### config.mk
export PLATFORM = sky130hd
export DESIGN_NAME = mbs_status
export DESIGN_NICKNAME = d
export VERILOG_FILES = /design/src/common/mbs_pkg.sv /design/src/hw/mbs_status.sv
export SDC_FILE = /design/constraint.sdc
export NUM_CORES = 1
export LEC_CHECK = 0
export ABC_AREA = 1
export BUFFER_PORTS_ARGS = -buffer_cell sky130_fd_sc_hd__buf_2
export CAP_MARGIN = 5
export CORE_MARGIN = 1
export CORE_UTILIZATION = 48
export DETAILED_ROUTE_END_ITERATION = 16
export PLACE_DENSITY = 0.8
export RECOVER_POWER = 25
export REMOVE_ABC_BUFFERS = 1
export SYNTH_ARGS = -nofsm -noshare
export SYNTH_HDL_FRONTEND = slang
export SYNTH_SLANG_ARGS = --single-unit
### constraint.sdc
create_clock -name i_core_clk -period 2.1 [get_ports i_core_clk]
set_input_delay 0.21 -clock i_core_clk [delete_from_list [all_inputs] [get_ports i_core_clk]]
set_output_delay 0.21 -clock i_core_clk [all_outputs]
set_load 0.01 [all_outputs]
### src/common/mbs_pkg.sv
// package: constants and types of the motion board status block
`default_nettype none
package mbs_pkg;
   localparam int NAX = 4;
   // --------------------------------------------------------------
   // register indices on the plain port
   // --------------------------------------------------------------
   localparam logic [3:0] ADR_CMD = 4'h0;
   localparam logic [3:0] ADR_ARG = 4'h1;
   localparam logic [3:0] ADR_CSR = 4'h2;
   localparam logic [3:0] ADR_RES = 4'h3;
   localparam logic [3:0] ADR_AX0 = 4'h4;
   // --------------------------------------------------------------
   // command codes
   // --------------------------------------------------------------
   localparam logic [7:0] C_KILL   = 8'h01;
   localparam logic [7:0] C_STOP   = 8'h02;
   localparam logic [7:0] C_STOPMD = 8'h03;
   localparam logic [7:0] C_RDAX   = 8'h04;
   localparam logic [7:0] C_RDPOS  = 8'h05;
   localparam logic [7:0] C_RDVEL  = 8'h06;
   localparam logic [7:0] C_IOFN   = 8'h07;
   localparam logic [7:0] C_RDCSR  = 8'h08;
   localparam logic [7:0] C_RDADC  = 8'h09;
   localparam logic [7:0] C_MODE   = 8'h10;
   localparam logic [7:0] C_DIR    = 8'h11;
   localparam logic [7:0] C_TGT    = 8'h12;
   localparam logic [7:0] C_HOME   = 8'h13;
   localparam logic [7:0] C_INDEX  = 8'h14;
   localparam logic [7:0] C_START  = 8'h15;
   localparam logic [7:0] C_MSTART = 8'h16;
   localparam logic [7:0] C_BKTIME = 8'h17;
   localparam logic [7:0] C_BKPOS  = 8'h18;
   localparam logic [7:0] C_RSTPOS = 8'h19;
   // --------------------------------------------------------------
   // analog channel range and reset values
   // --------------------------------------------------------------
   localparam logic [15:0] ADC_LO  = 16'h0001;
   localparam logic [15:0] ADC_HI  = 16'h0008;
   localparam logic        PWR_RST = 1'b1;
   // --------------------------------------------------------------
   // types
   // --------------------------------------------------------------
   typedef struct packed {
      logic running;
      logic prof_done;
      logic pos_err;
      logic wrap_err;
      logic index_found;
      logic motor_off;
      logic home_sw;
      logic fwd_lim;
      logic rev_lim;
      logic lim_en;
      logic trig_en;
      logic homing;
      logic move_fwd;
      logic accel_high;
      logic short_move;
      logic bk_rel;
      logic bk_at_pos;
      logic bk_zero;
   } mbs_axin_t;
   typedef struct packed {
      logic [7:0]  code;
      logic [1:0]  axis;
      logic [15:0] arg;
   } mbs_cmd_t;
   typedef enum logic [1:0] {
      ST_IDLE = 2'b01,
      ST_EXEC = 2'b10
   } mbs_state_t;
   typedef struct packed {
      mbs_state_t     fsm;
      mbs_cmd_t       cmd;
      logic [NAX-1:0] vel;
      logic [NAX-1:0] fwd;
      logic [NAX-1:0] notex;
      logic           last;
      logic           ferr;
      logic           pwr;
      logic           pend;
      logic           hwf;
      logic [15:0]    res;
      logic [15:0]    rdata;
      logic           ex;
      mbs_cmd_t       excmd;
   } mbs_st_t;
endpackage : mbs_pkg
`default_nettype wire

### src/hw/mbs_status.sv
// module: status words and command legality checking of a motion board
//
// Chosen here: the address-and-strobe port and the register offsets.
`timescale 1ns/1ps
`default_nettype none
module mbs_status
   import mbs_pkg::*;
(
   // clock and reset
   input  wire logic                 i_core_clk,
   input  wire logic                 i_arst_n,
   // register port
   input  wire logic [3:0]           i_addr,
   input  wire logic [15:0]          i_wdata,
   input  wire logic                 i_wr,
   input  wire logic                 i_rd,
   output logic      [15:0]          o_rdata,
   // axis and board conditions
   input  wire mbs_axin_t [NAX-1:0]  i_axis,
   input  wire logic [7:0][7:0]      i_adc,
   input  wire logic                 i_watchdog,
   input  wire logic                 i_hw_fail,
   // accepted commands to the motion engine
   output logic                      o_exec,
   output mbs_cmd_t                  o_exec_cmd
);
   // --------------------------------------------------------------
   // state and per-axis views
   // --------------------------------------------------------------
   mbs_st_t                  s_reg;
   mbs_st_t                  s_next;
   logic [NAX-1:0][15:0]     ax_word;
   logic [NAX-1:0]           blocked;
   logic [NAX-1:0]           home_bad;
   logic [NAX-1:0]           idx_bad;
   logic [NAX-1:0]           tbk_bad;
   logic [NAX-1:0]           pbk_bad;
   logic [NAX-1:0]           homing;
   logic [15:0]              csr;
   logic                     any_home;
   logic                     home_ok;
   logic [2:0]               adc_ix;

   generate
      for (genvar a = 0; a < NAX; a++) begin : g_ax
         logic dir;
         assign dir = s_reg.vel[a] ? s_reg.fwd[a] : i_axis[a].move_fwd;
         assign ax_word[a] = {2'b00, s_reg.notex[a], s_reg.fwd[a],
            s_reg.vel[a], i_axis[a].prof_done, 2'b00,
            i_axis[a].running, 1'b0, i_axis[a].pos_err,
            i_axis[a].wrap_err, i_axis[a].index_found,
            i_axis[a].motor_off, i_axis[a].home_sw,
            i_axis[a].fwd_lim | i_axis[a].rev_lim};
         assign blocked[a] = dir ? i_axis[a].fwd_lim
                                 : i_axis[a].rev_lim;
         assign home_bad[a] = i_axis[a].homing | ~i_axis[a].lim_en |
            i_axis[a].trig_en |
            (i_axis[a].fwd_lim & i_axis[a].rev_lim);
         // home switch alone does not block
         assign idx_bad[a] = i_axis[a].running | i_axis[a].trig_en |
            i_axis[a].fwd_lim | i_axis[a].rev_lim;
         assign tbk_bad[a] = s_reg.vel[a] | i_axis[a].accel_high |
            i_axis[a].short_move;
         assign pbk_bad[a] = i_axis[a].bk_rel ? i_axis[a].bk_zero
                                              : i_axis[a].bk_at_pos;
         assign homing[a] = i_axis[a].homing;
      end
   endgenerate

   // --------------------------------------------------------------
   // board word
   // --------------------------------------------------------------
   always_comb begin
      csr = 16'h0000;
      for (int a = 0; a < NAX; a++) begin
         csr[12+a] = i_axis[a].prof_done;
         csr[8+a]  = i_axis[a].running;
      end
      csr[7] = s_reg.last;
      csr[6] = s_reg.hwf;
      csr[5] = s_reg.pwr;
      csr[4] = s_reg.ferr;
      csr[3] = s_reg.fsm == ST_EXEC;
      csr[1] = s_reg.pend;
      csr[0] = s_reg.fsm == ST_IDLE;
   end

   assign any_home = |homing;
   assign home_ok = s_reg.cmd.code inside {C_KILL, C_STOP, C_STOPMD,
      C_RDAX, C_RDPOS, C_RDVEL, C_IOFN, C_RDCSR, C_RDADC};

   assign adc_ix = (s_reg.cmd.arg < ADC_LO) ? 3'h0 :
                   (s_reg.cmd.arg > ADC_HI) ? 3'h7 :
                   3'(s_reg.cmd.arg - ADC_LO);

   // --------------------------------------------------------------
   // next state
   // --------------------------------------------------------------
   always_comb begin
      logic           bad;
      logic           ferr;
      logic [NAX-1:0] amask;
      logic [NAX-1:0] ill;
      bad    = 1'b0;
      ferr   = 1'b0;
      amask  = 4'h1 << s_reg.cmd.axis;
      ill    = 4'h0;
      s_next = s_reg;
      s_next.ex  = 1'b0;
      s_next.hwf = i_hw_fail;
      s_next.rdata = 16'h0000;
      if (i_rd) begin
         unique case (i_addr)
            ADR_CMD: s_next.rdata = {6'h00, s_reg.cmd.axis,
                                     s_reg.cmd.code};
            ADR_ARG: s_next.rdata = s_reg.cmd.arg;
            ADR_CSR: s_next.rdata = csr;
            ADR_RES: s_next.rdata = s_reg.res;
            4'h4, 4'h5, 4'h6, 4'h7:
               s_next.rdata = ax_word[i_addr[1:0]];
            default: s_next.rdata = 16'h0000;
         endcase
      end
      // reading the result empties the buffer; a new result wins
      if (i_rd && i_addr == ADR_RES) begin
         s_next.pend = 1'b0;
      end
      if (i_wr && i_addr == ADR_ARG && s_reg.fsm == ST_IDLE) begin
         s_next.cmd.arg = i_wdata;
      end
      // commands written while busy are dropped; ready shows why
      if (i_wr && i_addr == ADR_CMD && s_reg.fsm == ST_IDLE) begin
         s_next.cmd.code = i_wdata[7:0];
         s_next.cmd.axis = i_wdata[9:8];
         s_next.fsm      = ST_EXEC;
      end
      if (s_reg.fsm == ST_EXEC) begin
         if (any_home && !home_ok) begin
            bad = 1'b1;
         end else begin
            unique case (s_reg.cmd.code)
               C_KILL, C_STOP, C_STOPMD, C_RDPOS, C_RDVEL,
               C_IOFN: bad = 1'b0;
               C_MODE: s_next.vel[s_reg.cmd.axis] = s_reg.cmd.arg[0];
               C_DIR: begin
                  bad = ~s_reg.vel[s_reg.cmd.axis];
                  if (!bad) begin
                     s_next.fwd[s_reg.cmd.axis] = s_reg.cmd.arg[0];
                  end
               end
               C_TGT:   bad = s_reg.vel[s_reg.cmd.axis];
               C_HOME:  bad = home_bad[s_reg.cmd.axis];
               C_INDEX: bad = idx_bad[s_reg.cmd.axis];
               C_START: bad = blocked[s_reg.cmd.axis];
               // multi start needs two axes, none blocked
               C_MSTART: begin
                  amask = s_reg.cmd.arg[NAX-1:0];
                  if ($countones(amask) < 2) begin
                     ferr = 1'b1;
                  end
                  ill = amask & blocked;
               end
               C_BKTIME: bad = tbk_bad[s_reg.cmd.axis];
               C_BKPOS:  bad = pbk_bad[s_reg.cmd.axis];
               // reset position clears the reset flag
               C_RSTPOS: s_next.pwr = 1'b0;
               C_RDAX: begin
                  s_next.res  = ax_word[s_reg.cmd.axis];
                  s_next.pend = 1'b1;
               end
               C_RDCSR: begin
                  s_next.res  = csr;
                  s_next.pend = 1'b1;
               end
               C_RDADC: begin
                  s_next.res  = {8'h00, i_adc[adc_ix]};
                  s_next.pend = 1'b1;
               end
               default: ferr = 1'b1;
            endcase
         end
         if (bad) begin
            ill = amask;
         end
         // flag the refused axes, else clear all involved axes
         if (!ferr) begin
            s_next.notex = (|ill) ? (s_reg.notex | ill)
                                  : (s_reg.notex & ~amask);
         end
         // flags land with the busy drop
         s_next.last  = ~(|ill);
         s_next.ferr  = ferr;
         s_next.ex    = ~ferr & ~(|ill);
         s_next.excmd = s_reg.cmd;
         s_next.fsm   = ST_IDLE;
      end
      // watchdog set wins over the clear
      if (i_watchdog) begin
         s_next.pwr = 1'b1;
      end
   end

   // --------------------------------------------------------------
   // state register
   // --------------------------------------------------------------
   // single clock, all flags registered once
   always_ff @(posedge i_core_clk or negedge i_arst_n) begin
      if (!i_arst_n) begin
         s_reg       <= '0;
         s_reg.fsm   <= ST_IDLE;
         s_reg.last  <= 1'b1;
         s_reg.pwr   <= PWR_RST;
      end else begin
         s_reg <= s_next;
      end
   end

   assign o_rdata    = s_reg.rdata;
   assign o_exec     = s_reg.ex;
   assign o_exec_cmd = s_reg.excmd;

   // --------------------------------------------------------------
   // checks
   // --------------------------------------------------------------
   adc_clamp_a: assert property (
      @(posedge i_core_clk) disable iff (!i_arst_n)
      (s_reg.fsm == ST_EXEC && s_reg.cmd.code == C_RDADC &&
       s_reg.cmd.arg > ADC_HI && !any_home)
      |=> s_reg.res == {8'h00, $past(i_adc[7])})
      else $error("channel above range not clamped to last");

   adc_width_a: assert property (
      @(posedge i_core_clk) disable iff (!i_arst_n)
      (s_reg.fsm == ST_EXEC && s_reg.cmd.code == C_RDADC)
      |=> s_reg.res[15:8] == 8'h00 && s_reg.pend)
      else $error("analog result high byte not zero");

   dir_illegal_a: assert property (
      @(posedge i_core_clk) disable iff (!i_arst_n)
      (s_reg.fsm == ST_EXEC && s_reg.cmd.code == C_DIR &&
       !s_reg.vel[s_reg.cmd.axis])
      |=> s_reg.notex[$past(s_reg.cmd.axis)] && !s_reg.last)
      else $error("direction in position mode not flagged");

   home_block_a: assert property (
      @(posedge i_core_clk) disable iff (!i_arst_n)
      (s_reg.fsm == ST_EXEC && s_reg.cmd.code == C_HOME &&
       i_axis[s_reg.cmd.axis].fwd_lim &&
       i_axis[s_reg.cmd.axis].rev_lim)
      |=> !s_reg.last && !o_exec)
      else $error("find home with both limits accepted");

   index_ok_a: assert property (
      @(posedge i_core_clk) disable iff (!i_arst_n)
      (s_reg.fsm == ST_EXEC && s_reg.cmd.code == C_INDEX &&
       !any_home && !idx_bad[s_reg.cmd.axis])
      |=> o_exec && !s_reg.notex[$past(s_reg.cmd.axis)])
      else $error("legal find index refused");

   multi_err_a: assert property (
      @(posedge i_core_clk) disable iff (!i_arst_n)
      (s_reg.fsm == ST_EXEC && s_reg.cmd.code == C_MSTART &&
       !any_home && $countones(s_reg.cmd.arg[NAX-1:0]) == 1)
      |=> s_reg.ferr && !o_exec)
      else $error("single axis multi start not an error");

   home_lock_a: assert property (
      @(posedge i_core_clk) disable iff (!i_arst_n)
      (s_reg.fsm == ST_EXEC && any_home && s_reg.cmd.code == C_TGT)
      |=> !s_reg.last ##1 s_reg.notex[$past(s_reg.cmd.axis, 2)])
      else $error("command during home search not flagged");

   busy_seq_a: assert property (
      @(posedge i_core_clk) disable iff (!i_arst_n)
      (i_wr && i_addr == ADR_CMD && s_reg.fsm == ST_IDLE)
      |=> csr[3] && !csr[0] ##1 !csr[3] && csr[0])
      else $error("busy not exactly one cycle");

   pwr_clear_a: assert property (
      @(posedge i_core_clk) disable iff (!i_arst_n)
      (s_reg.fsm == ST_EXEC && s_reg.cmd.code == C_RSTPOS &&
       !any_home && !i_watchdog) |=> !csr[5])
      else $error("reset flag not cleared by reset position");

   pend_keep_a: assert property (
      @(posedge i_core_clk) disable iff (!i_arst_n)
      (s_reg.pend && !(i_rd && i_addr == ADR_RES)) |=> csr[1])
      else $error("pending result lost without a read");

   tgt_illegal_a: assert property (
      @(posedge i_core_clk) disable iff (!i_arst_n)
      (s_reg.fsm == ST_EXEC && s_reg.cmd.code == C_TGT &&
       s_reg.vel[s_reg.cmd.axis])
      |=> s_reg.notex[$past(s_reg.cmd.axis)] && !s_reg.last)
      else $error("target load in velocity mode not flagged");

   start_block_a: assert property (
      @(posedge i_core_clk) disable iff (!i_arst_n)
      (s_reg.fsm == ST_EXEC && s_reg.cmd.code == C_START &&
       blocked[s_reg.cmd.axis])
      |=> !o_exec && !s_reg.last)
      else $error("start into an active limit accepted");

   tbreak_block_a: assert property (
      @(posedge i_core_clk) disable iff (!i_arst_n)
      (s_reg.fsm == ST_EXEC && s_reg.cmd.code == C_BKTIME &&
       (s_reg.vel[s_reg.cmd.axis] || i_axis[s_reg.cmd.axis].short_move))
      |=> !o_exec && !s_reg.last)
      else $error("time breakpoint accepted in a refused case");

   pbreak_block_a: assert property (
      @(posedge i_core_clk) disable iff (!i_arst_n)
      (s_reg.fsm == ST_EXEC && s_reg.cmd.code == C_BKPOS &&
       i_axis[s_reg.cmd.axis].bk_rel && i_axis[s_reg.cmd.axis].bk_zero)
      |=> !o_exec && !s_reg.last)
      else $error("zero relative breakpoint accepted");

   kill_clear_a: assert property (
      @(posedge i_core_clk) disable iff (!i_arst_n)
      (s_reg.fsm == ST_EXEC && s_reg.cmd.code == C_KILL)
      |=> o_exec && !s_reg.notex[$past(s_reg.cmd.axis)])
      else $error("accepted command left not-executed flag set");

   dir_set_a: assert property (
      @(posedge i_core_clk) disable iff (!i_arst_n)
      (s_reg.fsm == ST_EXEC && s_reg.cmd.code == C_DIR && !any_home &&
       s_reg.vel[s_reg.cmd.axis])
      |=> ax_word[$past(s_reg.cmd.axis)][12] == $past(s_reg.cmd.arg[0]))
      else $error("direction bit not taken from command");

   mode_set_a: assert property (
      @(posedge i_core_clk) disable iff (!i_arst_n)
      (s_reg.fsm == ST_EXEC && s_reg.cmd.code == C_MODE && !any_home)
      |=> ax_word[$past(s_reg.cmd.axis)][11] == $past(s_reg.cmd.arg[0]))
      else $error("mode bit not taken from command");

   unused_zero_a: assert property (
      @(posedge i_core_clk) disable iff (!i_arst_n)
      !csr[2] && ((ax_word[0] | ax_word[1] | ax_word[2] | ax_word[3]) &
       16'hC340) == 16'h0000)
      else $error("unused status bit not zero");

   rd_idle_a: assert property (
      @(posedge i_core_clk) disable iff (!i_arst_n)
      !i_rd |=> o_rdata == 16'h0000)
      else $error("read data outside the read answer cycle");
endmodule : mbs_status
`default_nettype wire

==> results of run 1 <==
final timing paths:
check | slack (ns) | end | depth (start not counted) | start
min | 0.04 | csr[5] | 2 | i_watchdog
max in group asynchronous | 0.32 | s_reg[54] | 3 | i_arst_n
min reg2reg | 0.48 | o_exec_cmd[6] | 2 | o_exec_cmd[6]
min in group asynchronous | 0.56 | ax_word[43] | 2 | i_arst_n
max | -0.06 | ax_word[61] | 17 | s_reg[93]
max reg2reg | -0.06 | ax_word[61] | 17 | s_reg[93]
where the power goes:
part           leakage (nW)  switching, W  internal [W]
clock network         0.140      0.000846      0.000839
registers              1.17    0.00000806       0.00202
logic                  3.40      0.000295      0.000217
per-layer routing:
layer	GRT usage, %	wire (um)	share of wire [%]
met5	0	0	0
met4	13.8	697	2.9
met3	4.03	2010	8.5
met2	54.9	11300	48
met1	41.2	9620	41
final cells by class:
type,count,share of cell area (%)
multi-input combinational,701,39.6
sequential,104,29.6
timing repair buffer,287,19.5
inverter,122,5.34
clock buffer,10,2.60
tap,180,2.56
clock inverter,6,0.725
synth_stat cells (all sizes together):
library cell / number / area, um2
dfrtp: 101 / 2530
a221oi: 10 / 87.6
o221ai: 4 / 35.0
nand4: 7 / 43.8
fa: 1 / 20.0
buf: 58 / 424
a21o: 1 / 7.51
nor2: 95 / 407
nand3: 110 / 561
a31oi: 2 / 12.5
nand2: 284 / 1100
or2: 5 / 31.3
a211oi: 6 / 45.0
dfstp: 3 / 78.8
nor4: 2 / 18.8
ha: 2 / 25.0
o22ai: 21 / 131
nand3b: 2 / 18.8
a22oi: 22 / 165
mux2: 1 / 11.3
a21oi: 44 / 220
inv: 120 / 450
clkbuf: 20 / 75.1
o21ai: 75 / 379
clkinv: 2 / 7.51
o2bb2ai: 1 / 8.76
nor3: 6 / 41.3
timing repair:
item,in CTS,in global routing
pin swaps,4,22
cloned,0,2
setup buffers,2,8
setup endpoints to repair,8,30
hold endpoints to repair,34,0
resized for setup,9,49
hold buffers,2,0
cell usage in the layout, fill, tap and decap left out, drive strengths merged:
cell / count
nor2: 95
o22ai: 21
nand3b: 2
clkinv: 4
dfstp: 3
ha: 2
buf: 262
a31oi: 2
nand2: 284
nand4: 7
inv: 123
o21ai: 75
a221oi: 10
nor4: 2
dlygate4sd3: 2
fa: 1
a21oi: 44
nor3: 6
clkinvlp: 1
nand3: 110
o221ai: 4
a22oi: 22
mux2: 1
a21o: 1
o2bb2ai: 1
clkbuf: 33
dfrtp: 101
a211oi: 6
or2: 5
metrics by stage:
| step | hold slack [ns] | total power, W | setup WS (ns) | TNS, ns | std cells |
|---|---|---|---|---|---|
| final | 0.0418 | 0.00423 | -0.0599 | -0.226 | 1410 |
| after global routing | 0.0434 | 0.00435 | -0.205 | -1.32 | 1410 |
| after CTS | 0.0378 | 0.00423 | -0.00155 | -0.00155 | 1400 |
| after detailed placement | 0.219 | 0.00258 | -0.107 | -0.503 | 1380 |
| after global placement | 0.216 | 0.00258 | -0.0116 | -0.0413 | 1380 |
| after floorplan | -0.0856 | 0.00225 | -0.867 | -6.93 | 927 |
cells by family (layout without fill, tap and decap cells):
logic type,Yosys count,count (layout),share of synthesized area [%]
compound gates,186,186,15.8
mux,1,1,0.162
fa+ha+maj,3,3,0.650
simple gates,511,511,32.0
flops,104,104,37.6
buf+inv,200,425,13.8
==> out/results.txt, run 1 <==
status = finished, violations left
failing checks = negative setup slack
total wire length = 23700 um
max-cap violations = 0
number of remaining DRC errors = 0
maximum vdd drop = 0.384 mV
Final setup viols = 5
critical path, cell by cell = buf_6, nor2_4, buf_4, nand2_1, nand2_1, nor2_2, nand2_1, nand2_1, nand2_1, nor2_1, nand4_1, nand2_1, nand2_2, nor2_4, nand3_4, nand2_2, nand2_1
wire per inst = 16.8 um
H-tree Lvls = 3
clk_lat worst skew = 0.36 ns
nets = 1390
hpwl dp = 18300 um
Max-slew headroom = 31.1%
final worst path period need = 2.16 ns
ANT cells = 0
max incr delay on CP = 0.43 ns
Die Wd = 122 um
CP dominant cell by count = nand2_1
CP max-delay cell = dfrtp_2
worst-margin pin slew = 1.03 ns
Cell Pwr Density = 480 nW/um2
Worst Path Buf+Inv = 2
Root Driver = clkbuf_16
WP data required = 2.35 ns
Total GRT Usage = 32.3%
clock tree sinks = 104
Die Y = 122 um
Port Buffers = 204
Synth cell types = 41
CP top delay family = simple AND/OR/NAND/NOR gates
share of layout cells above drive strength 1 = 29.1%
f_max = 463 MHz
Hold Crit Class = in2reg
routability cong. = 1.00
clock-pin slew on the worst setup and hold paths = 0.08 ns
Clock Path Buffers = 2
fin area = 8800 um2
CTS buffer count = 9
vias in the first global route = 7177
CP Class = reg2reg
row cnt = 43
vias per std cell = 5.42
Synth Instances = 1005
Synth Warn # = 0
Worst Path Max Fanout = 5
Boundary Pins = 205
max reg flops = 44
final antenna-violating net count = 0
area taken by multi-input logic gates = 3490 um2
Starting Density = 49.6%
largest net degree at the start of global routing = 44
antenna violations before repair = 0
via count = 7647
Slew Limit Fails = 0
Final Cycle Share = 103%
first-pass GRT wire length = 36300 um
FF/Latch Area = 2610 um2
CP endpoint kind = flop
skew final = 0.0110 ns
number of fill cells in the layout = 1294
Worst setup SP type = flop
residual overflow from global routing = 0
post-layout util = 62.9%
Syn Area/Cell = 6.90 um2
Mapped Area = 6930 um2
P&R area growth vs syn = 27.0%
die area = 14900 um2
final hold viol count = 0
Worst EP arrival = 2.41 ns
initial DRC count = 592
Pre-antenna DRT Iters = 6
CTS tree = done
Lkg Pwr = 4.72 nW
RSZ-0062 raised after global routing = true
sequential area share after synthesis = 37.6%
placed cell area = 8240 um2
Core Area = 14000 um2
synthesized flop and latch total = 104
min setup slack post-route = -0.0599 ns
No activity file was read; power rests on OpenSTA's default activity.
==> run 2, diff against run 1 <==
--- a/config.mk
+++ b/config.mk
@@ -10,6 +10,8 @@
 export CAP_MARGIN = 5
 export CORE_MARGIN = 1
 export CORE_UTILIZATION = 48
+export CTS_CLUSTER_DIAMETER = 150
+export CTS_CLUSTER_SIZE = 20
 export DETAILED_ROUTE_END_ITERATION = 16
 export PLACE_DENSITY = 0.8
 export RECOVER_POWER = 25
==> constraint.sdc (replaced) <==
create_clock -name i_core_clk -period 2.1 [get_ports i_core_clk]
set_input_delay 0.21 -clock i_core_clk [delete_from_list [all_inputs] [get_ports i_core_clk]]
set_output_delay 0.21 -clock i_core_clk [all_outputs]
set_load 0.1 [all_outputs]
==> run 2 against run 1 <==
  * The flow still finishes with violations (negative setup slack)
  * Largest cell class unchanged
  * Critical endpoint unchanged
  * Die area unchanged
  * Via count up 0.41%
  * Clock skew about the same
  * Power up 3.1%
  * Routed wire length about the same
==> out/results.txt, run 2 (synthesis gave the netlist of run 1 again) <==
max reg flops = 44
vias in the first global route = 7177
Die Wd = 122 um
maximum vdd drop = 0.390 mV
Final setup viols = 5
Worst EP arrival = 2.42 ns
clock-pin slew on the worst setup and hold paths = 0.08 ns
vias per std cell = 5.45
Worst Path Max Fanout = 5
skew final = 0.0112 ns
f_max = 460 MHz
most frequent cells in the layout = nand2_1 (266), buf_2 (203), nand3_1 (105)
min setup slack post-route = -0.0720 ns
CP Class = reg2reg
worst-margin pin slew = 1.03 ns
initial DRC count = 639
Clock Path Buffers = 2
die area = 14900 um2
RSZ-0062 raised after global routing = true
number of fill cells in the layout = 1280
Boundary Pins = 205
max-cap violations = 0
CTS tree = done
Core Area = 14000 um2
Root Driver = clkbuf_16
number of remaining DRC errors = 0
Die Y = 122 um
row cnt = 43
clk_lat worst skew = 0.37 ns
Lkg Pwr = 4.79 nW
ANT cells = 0
Hold Crit Class = in2reg
P&R area growth vs syn = 27.3%
antenna violations before repair = 0
WP data required = 2.35 ns
nets = 1390
H-tree Lvls = 3
Worst setup SP type = flop
Starting Density = 49.6%
largest net degree at the start of global routing = 44
final antenna-violating net count = 0
TNS Setup = -0.288 ns
final hold viol count = 0
wire per inst = 16.8 um
Port Buffers = 204
hpwl dp = 18300 um
Final Cycle Share = 103%
total wire length = 23600 um
CTS buffer count = 9
status = finished, violations left
clock tree sinks = 104
Cell Pwr Density = 494 nW/um2
residual overflow from global routing = 0
Max-slew headroom = 31.1%
final worst path period need = 2.17 ns
post-layout util = 63.1%
Total GRT Usage = 32.3%
first-pass GRT wire length = 36300 um
share of layout cells above drive strength 1 = 30.7%
via count = 7678
final hold slack = 0.0450 ns
routability cong. = 1.00
Slew Limit Fails = 0
failing checks = negative setup slack
commonest non-fill, non-tap cell in the layout = nand2_1
DP Worst Slack = -0.107 ns
Pre-antenna DRT Iters = 5
CP endpoint kind = flop
run 2: changes by cell type in the layout (fill, tap and decap cells not counted), sizes merged:
cell / delta
buf: +19
clkbuf: -19
run 2: what timing repair did:
action                                 in CTS  in global routing
hold buffers                                2                  0
endpoints found under the hold margin      34                  0
resized for setup                           9                 49
setup endpoints to repair                   8                 30
pin swaps                                   4                 22
buffers inserted                            2                  8
cloned                                      0                  2
run 2: worst max-delay path, cell delays in order (launching register included):
cell,delay (ns)
dfrtp_2,0.43
buf_6,0.12
nor2_4,0.04
buf_4,0.14
nand2_1,0.07
nand2_1,0.08
nor2_2,0.12
nand2_1,0.06
nand2_1,0.05
nand2_1,0.04
nor2_1,0.10
nand4_1,0.19
nand2_1,0.14
nand2_2,0.08
nor2_4,0.14
nand3_4,0.10
nand2_2,0.08
nand2_1,0.05
run 2: where the power goes:
| group | switching (W) | internal, W |
|---|---|---|
| registers | 0.00000768 | 0.00202 |
| logic | 0.000416 | 0.000221 |
| clock network | 0.000852 | 0.000840 |
run 2: layout make-up:
| type | count | area (um2) | area share (%) |
|---|---|---|---|
| Clock buffer | 10 | 229 | 2.59 |
| Clock inverter | 6 | 63.8 | 0.723 |
| Inverter | 122 | 470 | 5.33 |
| Multi-Input combinational cell | 701 | 3490 | 39.5 |
| Sequential cell | 104 | 2610 | 29.6 |
| Tap cell | 180 | 225 | 2.55 |
| Timing Repair Buffer | 287 | 1740 | 19.7 |
run 2: path summary, 6_finish.rpt:
| path | cells past startpoint | start | to | slack, ns |
|---|---|---|---|---|
| setup / recovery | 17 | s_reg[93] | ax_word[61] | -0.07 |
| hold / removal | 2 | i_watchdog | csr[5] | 0.05 |
| min in group asynchronous | 2 | i_arst_n | ax_word[43] | 0.55 |
| hold reg to reg | 2 | o_exec_cmd[10] | o_exec_cmd[10] | 0.48 |
| max in group asynchronous | 3 | i_arst_n | s_reg[54] | 0.33 |
| setup reg to reg | 17 | s_reg[93] | ax_word[61] | -0.07 |
run 2: per-layer routing:
layer  GRT usage (%)  vias up  wire length, um
met5               0        -                0
met4            13.8        0              763
met3            4.03       63             2090
met2            54.9      421            11300
met1            41.2     3503             9460
li1                -     3691                -
run 2: stage by stage:
step                      instances  cell area (um2)  power (W)
after global placement         1380             8240    0.00270
after global routing           1410             8830    0.00447
after CTS                      1400             8600    0.00435
after detailed placement       1380             8240    0.00270
final                          1410             8830    0.00436
after floorplan                 927             6430    0.00237
